[src/design/tmc8_params.svh]
`ifndef TMC8_PARAMS_SVH
`define TMC8_PARAMS_SVH

// ----------------------------------------------------------------
// register offsets
// ----------------------------------------------------------------
`define TMC8_ADDR_CTRL   4'h0
`define TMC8_ADDR_COUNT  4'h1
`define TMC8_ADDR_CMP    4'h2
`define TMC8_ADDR_FLAGS  4'h3
`define TMC8_ADDR_IRQEN  4'h4
`define TMC8_ADDR_ASYNC  4'h5
`define TMC8_ADDR_PORT   4'h6

// ----------------------------------------------------------------
// control register fields
// ----------------------------------------------------------------
`define TMC8_CTRL_CS_LSB   0
`define TMC8_CTRL_WGM1_BIT 3
`define TMC8_CTRL_COM_LSB  4
`define TMC8_CTRL_WGM0_BIT 6
`define TMC8_CTRL_FOC_BIT  7

// ----------------------------------------------------------------
// flag, enable and port fields
// ----------------------------------------------------------------
`define TMC8_FLAG_CMP_BIT  1
`define TMC8_FLAG_OVF_BIT  0
`define TMC8_AS_BIT        3
`define TMC8_PORT_VAL_BIT  0
`define TMC8_PORT_DIR_BIT  1

// ----------------------------------------------------------------
// count values and reset values
// ----------------------------------------------------------------
`define TMC8_BOTTOM     8'h00
`define TMC8_MAX        8'hff
`define TMC8_RST_BYTE   8'h00
`define TMC8_RST_CS     3'h0

`endif

[src/design/tmc8_pkg.sv]
package tmc8_pkg;

	// ----------------------------------------------------------------
	// types
	// ----------------------------------------------------------------
	typedef enum logic [1:0] {
		TMC8_WGM_NORMAL,
		TMC8_WGM_PWM_PC,
		TMC8_WGM_CTC,
		TMC8_WGM_PWM_FAST
	} tmc8_wgm_type;

	typedef struct packed {
		logic [3:0] addr;
		logic [7:0] wdata;
		logic       wr;
		logic       rd;
	} tmc8_bus_type;

	typedef struct packed {
		logic pin_out;
		logic pin_oe;
	} tmc8_pin_type;

endpackage

[src/design/tmc8_timer.sv]
// Contract
// - bottom detected when count is 0x00
// - max detected when count is 0xff
// - top is 0xff or compare value, by mode
// - tick is io clock tick, or oscillator pin when async selected
// - counter clears, counts up or down per tick; stops when select is 0
// - software may read and write the count at any time
// - software write to count beats clear or count
// - two-bit mode field picks sequence; overflow flag set per mode
// - comparator flags equality of count and active compare value
// - match flag set on the tick after the match
// - enabled match flag raises compare interrupt request
// - match flag clears on service or by writing one
// - compare value double buffered in pwm modes only
// - accesses reach buffer when buffered, active value otherwise
// - force strobe acts on output bit only in non-pwm modes
// - count write blocks matches on next tick, even stopped
// - output bit holds across mode changes
// - output mode field unbuffered, used at the next match
// - nonzero output mode routes output bit to pin; direction kept
// - pin override independent of waveform mode
// - output mode 0 leaves output bit alone at match
// - mode 0 counts up, wraps, sets overflow on becoming zero
// - mode 2 clears count on compare match
// - clear-on-match with output mode 1 toggles output bit
`include "tmc8_params.svh"

module tmc8_timer (
	// clock and reset
	input  wire logic                  clk,
	input  wire logic                  rst,
	// register port
	input  wire tmc8_pkg::tmc8_bus_type bus,
	output logic [7:0]                 rdata,
	// tick sources
	input  wire logic                  prescale_tick,
	input  wire logic                  osc_pin_in,
	// interrupt handshake
	input  wire logic                  cmp_irq_ack,
	input  wire logic                  ovf_irq_ack,
	output logic                       cmp_irq_req,
	output logic                       ovf_flag_out,
	// port pin
	input  wire logic                  port_out_val,
	output tmc8_pkg::tmc8_pin_type     pin
);
	import tmc8_pkg::*;

	// ----------------------------------------------------------------
	// state
	// ----------------------------------------------------------------
	logic [2:0]   clock_select_field;
	tmc8_wgm_type waveform_mode_field;
	logic [1:0]   compare_output_mode_field;
	logic [7:0]   timer_count_value;
	logic [7:0]   compare_value_reg;
	logic [7:0]   cmp_buffer_r;
	logic         compare_match_flag;
	logic         overflow_flag;
	logic         compare_irq_enable;
	logic         async_clock_select;
	logic         output_pin_direction_bit;
	logic         compare_output_bit;
	logic         block_match_r;
	logic         match_pend_r;
	logic         dir_down_r;
	logic         timer_tick;

	// ----------------------------------------------------------------
	// decode
	// ----------------------------------------------------------------
	function automatic logic is_pwm(input tmc8_wgm_type m);
		is_pwm = (m == TMC8_WGM_PWM_PC) || (m == TMC8_WGM_PWM_FAST);
	endfunction

	function automatic logic hit(input logic [3:0] a);
		hit = bus.addr == a;
	endfunction

	// flag clear: serviced interrupt, or a one written to the flag's own bit
	function automatic logic clear_req(input logic ack, input int bit_pos);
		clear_req = ack || (bus.wr && hit(`TMC8_ADDR_FLAGS) && bus.wdata[bit_pos]);
	endfunction

	logic wr_ctrl;
	logic wr_count;
	logic wr_cmp;
	logic wr_flags;
	logic wr_irqen;
	logic wr_async;
	logic wr_port;
	logic force_hit;
	logic at_bottom;
	logic at_max;
	logic at_top;
	logic match;
	logic eff_match;
	logic [7:0] top_value;
	logic buffered;

	assign wr_ctrl  = bus.wr && hit(`TMC8_ADDR_CTRL);
	assign wr_count = bus.wr && hit(`TMC8_ADDR_COUNT);
	assign wr_cmp   = bus.wr && hit(`TMC8_ADDR_CMP);
	assign wr_flags = bus.wr && hit(`TMC8_ADDR_FLAGS);
	assign wr_irqen = bus.wr && hit(`TMC8_ADDR_IRQEN);
	assign wr_async = bus.wr && hit(`TMC8_ADDR_ASYNC);
	assign wr_port  = bus.wr && hit(`TMC8_ADDR_PORT);
	assign buffered = is_pwm(waveform_mode_field);

	assign force_hit = wr_ctrl && bus.wdata[`TMC8_CTRL_FOC_BIT] && !buffered;

	assign at_bottom = timer_count_value == `TMC8_BOTTOM;
	assign at_max    = timer_count_value == `TMC8_MAX;
	// top select
	// only clear-on-match tops out at the compare value; both pwm modes run to max here
	assign top_value = (waveform_mode_field == TMC8_WGM_CTC) ? compare_value_reg : `TMC8_MAX;
	assign at_top    = timer_count_value == top_value;
	assign match     = timer_count_value == compare_value_reg;
	assign eff_match = match && !block_match_r;

	// ----------------------------------------------------------------
	// tick source
	// ----------------------------------------------------------------
	tmc8_tick_sel u_tick (
		.clk                (clk),
		.rst                (rst),
		.clock_select_field (clock_select_field),
		.async_clock_select (async_clock_select),
		.prescale_tick      (prescale_tick),
		.osc_pin_in         (osc_pin_in),
		.timer_tick         (timer_tick)
	);

	// ----------------------------------------------------------------
	// control registers
	// ----------------------------------------------------------------
	// stopped after reset
	always_ff @(posedge clk or posedge rst) begin
		if (rst) begin
			clock_select_field        <= `TMC8_RST_CS;
			waveform_mode_field       <= TMC8_WGM_NORMAL;
			compare_output_mode_field <= 2'h0;
		end else if (wr_ctrl) begin
			clock_select_field <= bus.wdata[`TMC8_CTRL_CS_LSB +: 3];
			waveform_mode_field <= tmc8_wgm_type'({bus.wdata[`TMC8_CTRL_WGM1_BIT],
					bus.wdata[`TMC8_CTRL_WGM0_BIT]});
			compare_output_mode_field <= bus.wdata[`TMC8_CTRL_COM_LSB +: 2];
		end
	end

	// compare interrupt enable
	always_ff @(posedge clk or posedge rst) begin
		if (rst)
			compare_irq_enable <= 1'b0;
		else if (wr_irqen)
			compare_irq_enable <= bus.wdata[`TMC8_FLAG_CMP_BIT];
	end

	// oscillator source select
	// switching sources may give one stray tick; stop the timer first
	always_ff @(posedge clk or posedge rst) begin
		if (rst)
			async_clock_select <= 1'b0;
		else if (wr_async)
			async_clock_select <= bus.wdata[`TMC8_AS_BIT];
	end

	// pin direction bit
	// pin stays undriven until software sets this, so the bit can be preset first
	always_ff @(posedge clk or posedge rst) begin
		if (rst)
			output_pin_direction_bit <= 1'b0;
		else if (wr_port)
			output_pin_direction_bit <= bus.wdata[`TMC8_PORT_DIR_BIT];
	end

	// ----------------------------------------------------------------
	// counter
	// ----------------------------------------------------------------
	// direction for phase correct: down after top, up after bottom
	always_ff @(posedge clk or posedge rst) begin
		if (rst) begin
			dir_down_r <= 1'b0;
		end else if (waveform_mode_field != TMC8_WGM_PWM_PC) begin
			dir_down_r <= 1'b0;
		end else if (timer_tick && !wr_count) begin
			if (at_top)
				dir_down_r <= 1'b1;
			else if (at_bottom)
				dir_down_r <= 1'b0;
		end
	end

	always_ff @(posedge clk or posedge rst) begin
		if (rst) begin
			timer_count_value <= `TMC8_RST_BYTE;
		end else if (wr_count) begin
			timer_count_value <= bus.wdata;
		end else if (timer_tick) begin
			if (waveform_mode_field == TMC8_WGM_CTC && eff_match)
				timer_count_value <= `TMC8_BOTTOM; // clear on match
			else if (waveform_mode_field == TMC8_WGM_PWM_PC &&
					(dir_down_r ? !at_bottom : at_max))
				timer_count_value <= timer_count_value - 8'h01;
			else
				timer_count_value <= timer_count_value + 8'h01; // wraps
		end
	end

	// count write blocks the match of the following tick
	always_ff @(posedge clk or posedge rst) begin
		if (rst)
			block_match_r <= 1'b0;
		else if (wr_count)
			block_match_r <= 1'b1;
		else if (timer_tick)
			block_match_r <= 1'b0;
	end

	// ----------------------------------------------------------------
	// compare registers
	// ----------------------------------------------------------------
	// access steering
	always_ff @(posedge clk or posedge rst) begin
		if (rst)
			cmp_buffer_r <= `TMC8_RST_BYTE;
		else if (wr_cmp)
			cmp_buffer_r <= bus.wdata;
	end

	always_ff @(posedge clk or posedge rst) begin
		if (rst)
			compare_value_reg <= `TMC8_RST_BYTE;
		else if (!buffered && wr_cmp)
			compare_value_reg <= bus.wdata;
		else if (!buffered)
			compare_value_reg <= compare_value_reg;
		else if (timer_tick && ((waveform_mode_field == TMC8_WGM_PWM_FAST && at_max) ||
				(waveform_mode_field == TMC8_WGM_PWM_PC && at_max)))
			compare_value_reg <= cmp_buffer_r;
	end

	// ----------------------------------------------------------------
	// flags
	// ----------------------------------------------------------------
	// match seen on this tick, flagged on the next tick
	always_ff @(posedge clk or posedge rst) begin
		if (rst)
			match_pend_r <= 1'b0;
		else if (timer_tick)
			match_pend_r <= eff_match;
	end

	// clear on ack or write one; set wins
	always_ff @(posedge clk or posedge rst) begin
		if (rst)
			compare_match_flag <= 1'b0;
		else if (timer_tick && match_pend_r)
			compare_match_flag <= 1'b1;
		else if (clear_req(cmp_irq_ack, `TMC8_FLAG_CMP_BIT))
			compare_match_flag <= 1'b0;
	end

	always_ff @(posedge clk or posedge rst) begin
		if (rst)
			overflow_flag <= 1'b0;
		else if (timer_tick && !wr_count &&
				((waveform_mode_field == TMC8_WGM_PWM_PC) ? (at_bottom && dir_down_r)
				: at_max))
			overflow_flag <= 1'b1;
		else if (clear_req(ovf_irq_ack, `TMC8_FLAG_OVF_BIT))
			overflow_flag <= 1'b0;
	end

	assign cmp_irq_req  = compare_match_flag && compare_irq_enable;
	assign ovf_flag_out = overflow_flag;

	// ----------------------------------------------------------------
	// waveform output bit
	// ----------------------------------------------------------------
	// no reset on mode change
	always_ff @(posedge clk or posedge rst) begin
		if (rst) begin
			compare_output_bit <= 1'b0;
		end else if (force_hit || (timer_tick && eff_match && !buffered)) begin
			case (compare_output_mode_field)
				2'h1: compare_output_bit <= ~compare_output_bit; // toggle
				2'h2: compare_output_bit <= 1'b0;
				2'h3: compare_output_bit <= 1'b1;
				default: compare_output_bit <= compare_output_bit;
			endcase
		end else if (timer_tick && buffered) begin
			// pwm: compare mode 2 clears on match, sets at bottom when counting up; 3 inverted
			if (compare_output_mode_field[1] && eff_match)
				compare_output_bit <= compare_output_mode_field[0];
			else if (compare_output_mode_field[1] && at_bottom && !dir_down_r)
				compare_output_bit <= ~compare_output_mode_field[0];
		end
	end

	assign pin.pin_out = (|compare_output_mode_field) ? compare_output_bit : port_out_val;
	assign pin.pin_oe  = output_pin_direction_bit;

	// ----------------------------------------------------------------
	// read data
	// ----------------------------------------------------------------
	always_ff @(posedge clk or posedge rst) begin
		if (rst) begin
			rdata <= `TMC8_RST_BYTE;
		end else if (bus.rd) begin
			case (bus.addr)
				`TMC8_ADDR_CTRL:  rdata <= {1'b0, waveform_mode_field[0],
						compare_output_mode_field, waveform_mode_field[1], clock_select_field};
				`TMC8_ADDR_COUNT: rdata <= timer_count_value;
				`TMC8_ADDR_CMP:   rdata <= buffered ? cmp_buffer_r : compare_value_reg;
				`TMC8_ADDR_FLAGS: rdata <= {6'h00, compare_match_flag, overflow_flag};
				`TMC8_ADDR_IRQEN: rdata <= {6'h00, compare_irq_enable, 1'b0};
				`TMC8_ADDR_ASYNC: rdata <= {4'h0, async_clock_select, 3'h0};
				`TMC8_ADDR_PORT:  rdata <= {6'h00, output_pin_direction_bit, 1'b0};
				default:          rdata <= 8'h00;
			endcase
		end else begin
			rdata <= 8'h00;
		end
	end

endmodule

[src/design/tmc8_tick_sel.sv]
`include "tmc8_params.svh"

// ----------------------------------------------------------------
// timer tick selection
// ----------------------------------------------------------------
module tmc8_tick_sel (
	// clock and reset
	input  wire logic       clk,
	input  wire logic       rst,
	// selection
	input  wire logic [2:0] clock_select_field,
	input  wire logic       async_clock_select,
	// sources
	input  wire logic       prescale_tick,
	input  wire logic       osc_pin_in,
	// result
	output logic            timer_tick
);

	logic osc_s1_r;
	logic osc_s2_r;
	logic osc_s3_r;

	// oscillator sync; stages two and three feed the edge detector
	always_ff @(posedge clk or posedge rst) begin
		if (rst) begin
			osc_s1_r <= 1'b0;
			osc_s2_r <= 1'b0;
			osc_s3_r <= 1'b0;
		end else begin
			osc_s1_r <= osc_pin_in;
			osc_s2_r <= osc_s1_r;
			osc_s3_r <= osc_s2_r;
		end
	end

	always_comb begin
		if (clock_select_field == `TMC8_RST_CS)
			timer_tick = 1'b0;
		else if (async_clock_select)
			timer_tick = osc_s2_r & ~osc_s3_r;
		else
			timer_tick = prescale_tick;
	end

endmodule

[config.mk]
export PLATFORM = sky130hd
export DESIGN_NAME = tmc8_timer
export DESIGN_NICKNAME = d
export VERILOG_FILES = /design/src/design/tmc8_pkg.sv /design/src/design/tmc8_timer.sv /design/src/design/tmc8_tick_sel.sv
export VERILOG_INCLUDE_DIRS = /design/src /design/src/design
export SDC_FILE = /design/constraint.sdc
export NUM_CORES = 1
export LEC_CHECK = 0
export BUFFER_PORTS_ARGS = -buffer_cell sky130_fd_sc_hd__buf_2
export CORE_ASPECT_RATIO = 0.6
export CORE_UTILIZATION = 50
export CTS_CLUSTER_SIZE = 30
export DETAILED_ROUTE_END_ITERATION = 6
export PLACE_DENSITY = 0.81
export SYNTH_ARGS = -nofsm -noshare
export SYNTH_HDL_FRONTEND = slang
export SYNTH_HIERARCHICAL = 1
export SYNTH_SLANG_ARGS = --single-unit
[constraint.sdc]
create_clock -name clk -period 3.05 [get_ports clk]
set_input_delay 0.1525 -clock clk [delete_from_list [all_inputs] [get_ports clk]]
set_output_delay 0.1525 -clock clk [all_outputs]
set_load 0.005 [all_outputs]
[Yosys cells after proc, flatten, opt, wreduce, memory -nomap -nowiden]
Index checks and enable logic that the tools add are counted.
Cells by class
  bitwise logic cells: 4
  equal/unequal tests: 17
  $add $sub $neg: 2
  reduce and logical (&&, ||, !) cells: 55
  muxes and demuxes: 31
Operators with widths (number)
  8-bit 2-to-1 mux: 10
  8-bit case mux with 7 select lines: 1
  1-bit logical AND: 29
  1-bit 2-to-1 mux: 19
  8-bit == test: 2
  2-bit nonzero test: 7
  4-bit by 3-bit == test with 1-bit output (second input constant): 3
  8-bit by 1-bit adder with 8-bit output (second input constant): 1
  2-bit == test (second input constant): 4
  4-bit by 2-bit == test with 1-bit output (second input constant): 2
  8-bit == test (second input constant): 1
  8-bit zero test: 1
  8-bit by 1-bit subtractor with 8-bit output (second input constant): 1
  3-bit nonzero test: 2
  1-bit zero test: 5
  1-bit logical OR: 5
  2-bit by 1-bit == test with 1-bit output (second input constant): 2
  4-bit by 1-bit == test with 1-bit output (second input constant): 1
  4-bit zero test: 1
  4-bit by 1-bit inequality test with 1-bit output (second input constant): 1
  2-bit AND reduction: 2
  3-bit zero test: 1
  1-bit inverter: 3
  1-bit case mux with 3 select lines: 1
  other kinds (4): 4
Storage, ports and cells
  register bits: 51
  logic and storage cells: 128
  bits of input ports: 21

[Logic depth before layout (Yosys ltp)]
Gate-level depths: netlist of the first run.
  depth in word-level cells: 9
  gate-level depth with buffers: 10
  mapped depth without buffers: 10

[Hierarchy]
The synthesis of the first run kept the hierarchy.
Modules (own cells, without submodules)
  tmc8_timer: cells each 283, area an instance 2808.9 µm², instances 1
  tmc8_tick_sel: cells each 8, area an instance 102.6 µm², instances 1

[Least setup slack after synthesis of the first run]
OpenSTA, ideal clock, no wires.
  kind: register -> register
  start point: register timer_count_value[6]
  end point: register timer_count_value[7]
  path slack: 0.442 ns
  cell stages (with the launch flop): 11
  data arrival time: 2.525 ns
  period minus slack after synthesis: 2.608 ns
  cells stage by stage: dfrtp_1 > nor4_1 > a31oi_1 > o21a_1 > ha_1 > and3_1 > a221o_1 > nor4_1 > nor3_1 > xor2_1 > o21ai_0
Between the ends
  cells in the longest elaborated chain, start to end: 8
RTL lines
  from (decl): line tmc8_timer.sv:55  | logic [7:0] timer_count_value;
  from (signal assigned): line tmc8_timer.sv:196  | timer_count_value <= `TMC8_RST_BYTE;
  from (signal assigned): line tmc8_timer.sv:198  | timer_count_value <= bus.wdata;
  from (signal assigned): line tmc8_timer.sv:201  | timer_count_value <= `TMC8_BOTTOM;
  branches (longest 5 deep; another with 8-bit by 1-bit adder with 8-bit output)
  8-bit 2-to-1 mux (*): line tmc8_timer.sv:200  | if (waveform_mode_field == TMC8_WGM_CTC && eff_match)
  8-bit 2-to-1 mux (*): line tmc8_timer.sv:199  | end else if (timer_tick) begin
  8-bit 2-to-1 mux (*): line tmc8_timer.sv:197  | end else if (wr_count) begin
Mark *: on every way between the ends. The select of a mux whose other input is x is not followed.
A chain may end at the register's enable or synchronous reset.

[Worst setup path in the final report of the first run]
  start point: register timer_count_value[0]
  end point: register timer_count_value[7]
Same word-level chain as after synthesis.

==> results of run 1 <==
routing by layer:
layer	track usage (%)	part of all wire, %
met3	6.356	10
met4	7.039	1.3
met1	40.06	48
met5	0	0
met2	38.45	41
cell type report:
type                    instances  area (µm²)  share of cell area [%]
multi-input cells             209        1541                   46.95
flip-flops and latches         51        1276                   38.87
repair buffers                 39       217.7                   6.631
well taps                      80       100.1                   3.049
inverters                      20       75.07                   2.287
clock buffers                   6       72.57                   2.210
cells by family after synthesis:
| family | share of synthesized area (%) |
|---|---|
| buffers and inverters | 4.254 |
| flip-flops | 43.83 |
| XOR/XNOR | 2.407 |
| adder cells (fa/ha/maj) | 4.126 |
| multiplexers | 15.47 |
| AND/OR/NAND/NOR | 15.86 |
| AO/OA/AOI/OAI | 14.05 |
what timing repair did:
| action | CTS | global route |
|---|---|---|
| endpoints found under the hold margin | 4 | 0 |
| setup endpoints to repair | 0 | 3 |
| hold buffers | 2 | 0 |
| resized for setup | 0 | 4 |
Yosys cell counts, types with 4 or more instances:
cell and n:
nor2_1 19, dfrtp_1 51, nand3_1 9, inv_1 20
a21oi_1 15, clkbuf_1 6, o21ai_0 24, and3_1 4
mux2i_1 18, nor3_1 13, mux2_2 20, nand3b_1 4
xor2_1 5, ha_1 8, nand2_1 16
critical path, cell delays in order (launching register included):
cell and delay, ns:
dfrtp_1 0.53, nand4_1 0.13, nor2_1 0.25, o21a_1 0.37, ha_1 0.35, and3_1 0.20
a221o_1 0.32, nor4_1 0.19, nor3_1 0.10, xor2_1 0.14, o21ai_0 0.14
power by group:
group | internal, W | switching (W) | leakage, nW
Clock | 0.000154 | 0.000211 | 0.0371
Combinational | 0.000357 | 0.000407 | 0.786
Sequential | 0.000821 | 0.000211 | 0.650
Total | 0.00133 | 0.000829 | 1.47
metrics by stage:
step / setup slack, ns / util (%) / setup TNS [ns]
detailed placement: 0.1584 / 56.47 / 0
global placement: 0.2625 / 56.47 / 0
floorplan: 0.4420 / - / 0
global route: -0.002967 / 58.66 / -0.002967
finish: 0.2602 / 58.66 / 0
CTS: 0.1398 / 58.13 / 0
path summary, 6_finish.rpt:
path                                 startpoint                    to  slack (ns)  depth (start not counted)
setup reg to reg           timer_count_value[0]  timer_count_value[7]        0.26                         10
hold / removal                           bus[9]  timer_count_value[7]        0.11                          3
hold reg to reg                 u_tick/osc_s1_r       u_tick/osc_s2_r        0.35                          0
min in group asynchronous                   rst       u_tick/osc_s2_r        0.27                          3
setup / recovery           timer_count_value[0]  timer_count_value[7]        0.26                         10
max in group asynchronous                   rst              rdata[0]        1.79                          3
==> results.cfg, run 1 <==
[run_status]
status = completed

[timing]
worst_hold_slack_ns = 0.1075
maxSlewViolCount = 0
tightest_slew_ns = 0.9959
setup_violations = 0
hold_viol = 0
finalCritPeriodShare_pct = 91.47
clock.fmax_mhz = 358.4
maxSlewHeadroom_pct = 33.51
clock_skew_ns = 0.008415
min_period_ns = 2.790

[route]
wire_per_inst_um = 18.03
drcViolationCount = 0
vias = 2434
routed_wirelength_um = 7301
avgViaCountPerCell = 6.010
antenna_left = 0
drtIter0Drc = 225
dr.pass1.iters = 5

[yosys]
synthFlopType = dfrtp_1
synth_enable_flop_cells = 0
ys_seq_area_share_pct = 43.83
netlist.area_leader.share_pct = 43.83
synth_nets = 321
yosys_warnings = 6
syn_area_um2 = 2912
synth_cell_types = 49
synth.area.top_cells = dfrtp_1, mux2_2, mux2i_1
yosys.area.top_type = dfrtp_1
synthCells = 291
ys_ff_latch = 51
synthArstFlopShare_pct = 100.0
syn_area_per_cell_um2 = 10.01

[grt]
grt_max_degree = 49
track_usage_pct = 26.56
overflow = 0
grt_pass1_wl_um = 11960
grt_pass1_vias = 2280
antenna_found_initial = 0

[clock_tree]
htree_levels = 2
clkLatencyLatePin_ns = 0.30
cts_root_buf = clkbuf_8
cts_tree = built
cts.clk_slew.worst_paths_ns = 0.09
cts_buffers = 5
post-cts-setup-buffers = 0
clockBufferDepth = 2
cts_sinks = 51

[floorplanning]
die_x_um = 100.5
dieHeight_um = 61.11
io_pins = 33
die-area_um2 = 6142
initial_core_util_pct = 52.02
core_area_um2 = 5597
rows = 21

[layout]
stdcell_count = 405
drive_gt1_share_pct = 22.15
fin_nets = 356
area_growth_pct = 12.76
final_common_cell = dfrtp_1
final_cell_mix = dfrtp_1, buf_2, o21ai_0, mux2_2
fill_cells = 485
diodes = 0
postLayoutCellArea_um2 = 3283

[placed_design]
routabilityCongestion = 0.8998
port-buffer-count = 32
placed_cells = 397
place_hpwl_um = 5444
place_area_um2 = 3161

[power_and_ir_drop]
p_leak_nw = 1.473
peakVddDrop_mv = 0.3101
power_density_nw_per_um2 = 658.0
p_total_w = 0.002160

[hold_path]
hp-class = input port to flop

[critical_path]
crit_arrival_ns = 3.02
critPathLaunchType = flop
cp.required_ns = 3.28
endpoint_kind = flop
path_max_fanout = 8
path_class = flop to flop

[flow_run]
cap_violations = 0
(Power assumes the default switching activity.)
==> run 2: changes to the inputs <==
Settings changed: PLACE_DENSITY 0.81 to 0.84.
Clock period 3.05 ns to 2.4 ns, I/O delays scaled along.
==> run 2 against run 1 <==
  * The run now ends with negative setup slack left
  * Worst hold slack lost 0.031 ns
  * Worst setup slack worse by 0.31 ns
  * Register-to-register slack got worse by 0.31 ns
  * Via count grew 6.5%
  * Count of clock-buffer cells in the layout stayed put
  * Sequential power grew 23%
  * Maximum frequency rose by 14%
  * Highest routed layer unchanged
==> results.cfg, run 2 (synthesized netlist as in run 1, its figures left out) <==
[route]
antenna_left = 0
avgViaCountPerCell = 5.862
vias = 2591
drtIter0Drc = 231
dr.pass1.iters = 5
routed_wirelength_um = 8175
wire_per_inst_um = 18.50
drcViolationCount = 0

[layout]
final_cell_mix = dfrtp_1, buf_4, buf_2, o21ai_0, mux2_2
final_common_cell = dfrtp_1
area_growth_pct = 24.84
fin_nets = 391
fill_cells = 461
diodes = 0
drive_gt1_share_pct = 33.70

[floorplanning]
dieHeight_um = 61.11
io_pins = 33
die_x_um = 100.5
core_area_um2 = 5597
initial_core_util_pct = 52.02
rows = 21
die-area_um2 = 6142

[power_and_ir_drop]
peakVddDrop_mv = 0.4653
p_leak_nw = 1.639
power_density_nw_per_um2 = 878.7

[grt]
antenna_found_initial = 0
grt_pass1_vias = 2419
grt_pass1_wl_um = 12850
track_usage_pct = 28.55
grt_max_degree = 31
overflow = 0

[run_status]
status = finished with violations
violations = negative setup slack

[timing]
clock_skew_ns = 0.004043
hold_viol = 0
maxSlewHeadroom_pct = 55.82
tightest_slew_ns = 0.6617
timing.final.ws_setup_ns = -0.05172
min_period_ns = 2.452
setup_violations = 2
clock.fmax_mhz = 407.9
rsz0062_at_grt = yes
maxSlewViolCount = 0
fin_tns_setup_ns = -0.06015
finalCritPeriodShare_pct = 102.2

[clock_tree]
clockBufferDepth = 2
cts_root_buf = clkbuf_8
cts.clk_slew.worst_paths_ns = 0.09
cts_tree = built
cts_buffers = 5
cts_sinks = 51
clkLatencyLatePin_ns = 0.31
htree_levels = 2

[critical_path]
cp_slowest_cell = dfrtp_1
crit_arrival_ns = 2.68
critPathLaunchType = flop
path_class = flop to flop
crit_chain = nor4_4 > a31oi_1 > o21a_4 > ha_4 > a21o_1 > a221o_1 > nor4_1 > nor3_1 > xor2_1 > o21ai_1
max_stage_delay_ns = 0.42
path_max_fanout = 7
cp.required_ns = 2.63
r2r_slack_ns = -0.05
endpoint_kind = flop

[placed_design]
pre_cts_slack_ns = -0.1481
place_hpwl_um = 6148
routabilityCongestion = 0.8909
port-buffer-count = 32

[flow_run]
cap_violations = 0

[hold_path]
hp-class = input port to flop
## run 2: cell type report
class / instances / area (µm²) / area share (%)
repair buffers: 74 / 480.5 / 13.22
well taps: 80 / 100.1 / 2.754
flip-flops and latches: 51 / 1281 / 35.25
clock inverters: 2 / 12.51 / 0.3442
inverters: 20 / 75.07 / 2.065
multi-input cells: 209 / 1613 / 44.37
clock buffers: 6 / 72.57 / 1.997
## run 2: worst max-delay path: cells and delay by family (launching register included)
family / cells / cell delay, ns
AOI/OAI and AO/OA: 5 / 0.97
and+or+nand+nor: 3 / 0.62
DFF: 1 / 0.42
adders and majority gates: 1 / 0.22
xor gates and xnor gates: 1 / 0.14
## run 2: timing repair
action | CTS | global route
resized for setup | 6 | 3
endpoints found under the setup margin | 4 | 3
hold buffers | 2 | 0
hold endpoints to repair | 33 | 0
pin swaps | 6 | 8
setup buffers | 4 | 3
## run 2: stage by stage
stage | util (%) | instances | hold slack (ns) | cell area (µm²) | total power, W
floorplan | - | 291 | -0.1264 | 2989 | 0.001992
global placement | 61.61 | 425 | 0.002734 | 3448 | 0.002491
detailed placement | 61.61 | 425 | 0.01383 | 3448 | 0.002560
CTS | 64.48 | 439 | 0.08310 | 3608 | 0.003128
global route | 64.95 | 442 | 0.08064 | 3635 | 0.003363
finish | 64.95 | 442 | 0.07672 | 3635 | 0.003194
## run 2: worst paths after layout
check,startpoint,to,depth (start not counted)
min in group asynchronous,rst,u_tick/osc_s2_r,3
worst max register to register,timer_count_value[5],timer_count_value[7],10
worst max-delay path,timer_count_value[5],timer_count_value[7],10
worst min-delay path,bus[4],compare_value_reg[2],3
worst min register to register,u_tick/osc_s1_r,u_tick/osc_s2_r,0
max in group asynchronous,rst,timer_count_value[2],4
## run 2: where the power goes
part | switching, W | internal, W | leakage [nW]
Combinational | 0.000692 | 0.000721 | 0.953
Sequential | 0.000221 | 0.00105 | 0.645
Clock | 0.000304 | 0.000205 | 0.0412
Total | 0.00122 | 0.00198 | 1.64
## run 2: metal layers
layer,up-vias,global-route usage [%],wire length [µm]
li1,1193,-,-
met1,1257,39.87,3742
met2,135,45.50,3546
met3,6,8.513,849
met4,0,4.762,36
met5,-,0,0
==> run 3: changes to the inputs <==
Settings changed: CORE_MARGIN from default to 4.
==> run 3 against run 2 <==
  * The run still ends with negative setup slack left
  * Sequential power hardly changed
  * Worst setup slack better by 0.0074 ns
  * Combinational power hardly changed
  * Register-to-register slack hardly changed
  * Critical endpoint unchanged
  * Largest power group unchanged
==> results.cfg, run 3 (synthesized netlist as in run 1, its figures left out) <==
[route]
antenna_left = 0
vias = 2579
wire_per_inst_um = 18.51
dr.max_layer_used = met4
wl_met3_um = 833
routed_wirelength_um = 8202
dr.pass1.iters = 5
avgViaCountPerCell = 5.822
drtIter0Drc = 188
met2_length_um = 3600
drcViolationCount = 0
wl_met1_um = 3706

[grt]
overflow = 0
grt_pass1_wl_um = 13150
antenna_found_initial = 0
grt_max_degree = 32
grt_pass1_vias = 2505
track_usage_pct = 24.14

[layout]
diodes = 0
drive_gt1_share_pct = 34.16
area_growth_pct = 27.29
final_cell_mix = dfrtp_1, buf_4, buf_2, o21ai_0, mux2_2
fin_nets = 392
final_common_cell = dfrtp_1

[critical_path]
cp_top_family = compound AO/OA/AOI/OAI gates
critPathLaunchType = flop
cp.required_ns = 2.64
path_max_fanout = 6
r2r_cells = 10
crit_cells = 10
crit_arrival_ns = 2.69
max_stage_delay_ns = 0.43
r2r_slack_ns = -0.04
crit_chain = nor4_4 > a31oi_2 > o21a_4 > ha_4 > a21o_1 > a221o_1 > nor4_2 > nor3_1 > xor2_1 > o21ai_1
path_class = flop to flop
crit_end = timer_count_value[7]
critPathBufInv = 0
r2r-start = timer_count_value[2]
crit_path_start = timer_count_value[2]
rr_endpoint = timer_count_value[7]
cp_slowest_cell = dfrtp_1
endpoint_kind = flop

[timing]
maxSlewViolCount = 0
min_period_ns = 2.444
clock.fmax_mhz = 409.1
fin_tns_setup_ns = -0.07219
timing.final.ws_setup_ns = -0.04431
worst_hold_slack_ns = 0.08039
finalCritPeriodShare_pct = 101.8
maxSlewHeadroom_pct = 55.89
setup_violations = 3
clock_skew_ns = 0.006358
tightest_slew_ns = 0.6607
rsz0062_at_grt = yes
hold_viol = 0

[clock_tree]
cts_sinks = 51
clkLatencyLatePin_ns = 0.31
htree_levels = 2
cts_tree = built
cts_buffers = 5
cts_root_buf = clkbuf_8
cts.clk_slew.worst_paths_ns = 0.10
clockBufferDepth = 2

[power_and_ir_drop]
p_total_w = 0.003400
peakVddDrop_mv = 0.5251
p_leak_nw = 1.672
power_density_nw_per_um2 = 917.5

[floorplanning]
die-area_um2 = 7148
dieHeight_um = 67.11
core_area_um2 = 5597
initial_core_util_pct = 52.02
die_x_um = 106.5
io_pins = 33
rows = 21

[run_status]
status = finished with violations
violations = negative setup slack

[hold_path]
hp-class = input port to flop
holdCritStartpoint = bus[7]

[placed_design]
routabilityCongestion = 0.9248
place_hpwl_um = 6095
port-buffer-count = 32

[flow_run]
cap_violations = 0
[run 3: how the worst min path moves through the flow]
stage,slack [ns],end,cells after the start
floorplan,-0.13,u_tick/osc_s1_r,1
global placement,0.0006,u_tick/osc_s1_r,2
detailed placement,0.006,u_tick/osc_s1_r,2
CTS,0.08,compare_value_reg[5],3
global route,0.10,compare_value_reg[2],3
finish,0.08,compare_value_reg[5],3
[run 3: timing repair]
action,in CTS,in global routing
pin swaps,7,7
hold buffers,2,0
gates resized for setup,3,8
cloned,0,0
endpoints found under the setup margin,4,5
hold endpoints to repair,34,0
setup buffers,3,6
[run 3: tightest hold or removal path, delay by kind of cell]
| kind | cells | cell delay (ns) |
|---|---|---|
| and+or+nand+nor | 1 | 0.05 |
| AOI/OAI and AO/OA | 1 | 0.07 |
| buffers and inverters | 1 | 0.12 |
[run 3: per-stage QoR]
stage	util, %	area [µm²]	cells	setup slack (ns)
2_1_floorplan	-	2989	291	-0.04015
3_3_place_gp	61.48	3441	424	-0.03581
3_5_place_dp	61.48	3441	424	-0.2092
4_1_cts	64.88	3631	437	-0.1003
5_1_grt	66.22	3706	443	-0.1720
6_report	66.22	3706	443	-0.04431
[run 3: routing by layer]
| metal | global-route usage, % | vias to the layer above |
|---|---|---|
| li1 | - | 1193 |
| met1 | 35.97 | 1251 |
| met2 | 36.83 | 126 |
| met3 | 5.324 | 9 |
| met4 | 3.828 | 0 |
| met5 | 0 | - |
[run 3: cell type report]
type / count / area, µm²
Clock buffer: 5 / 68.82
Clock inverter: 3 / 67.56
Fill cell: 451 / 1891
Inverter: 20 / 75.07
Multi-Input combinational cell: 209 / 1623
Sequential cell: 51 / 1280
Tap cell: 80 / 100.1
Timing Repair Buffer: 75 / 491.7
[run 3: where the power goes]
part           switching, W  total [W]  internal [W]
sequential         0.000219    0.00127       0.00105
clock              0.000297   0.000712      0.000416
combinational      0.000697    0.00142      0.000724
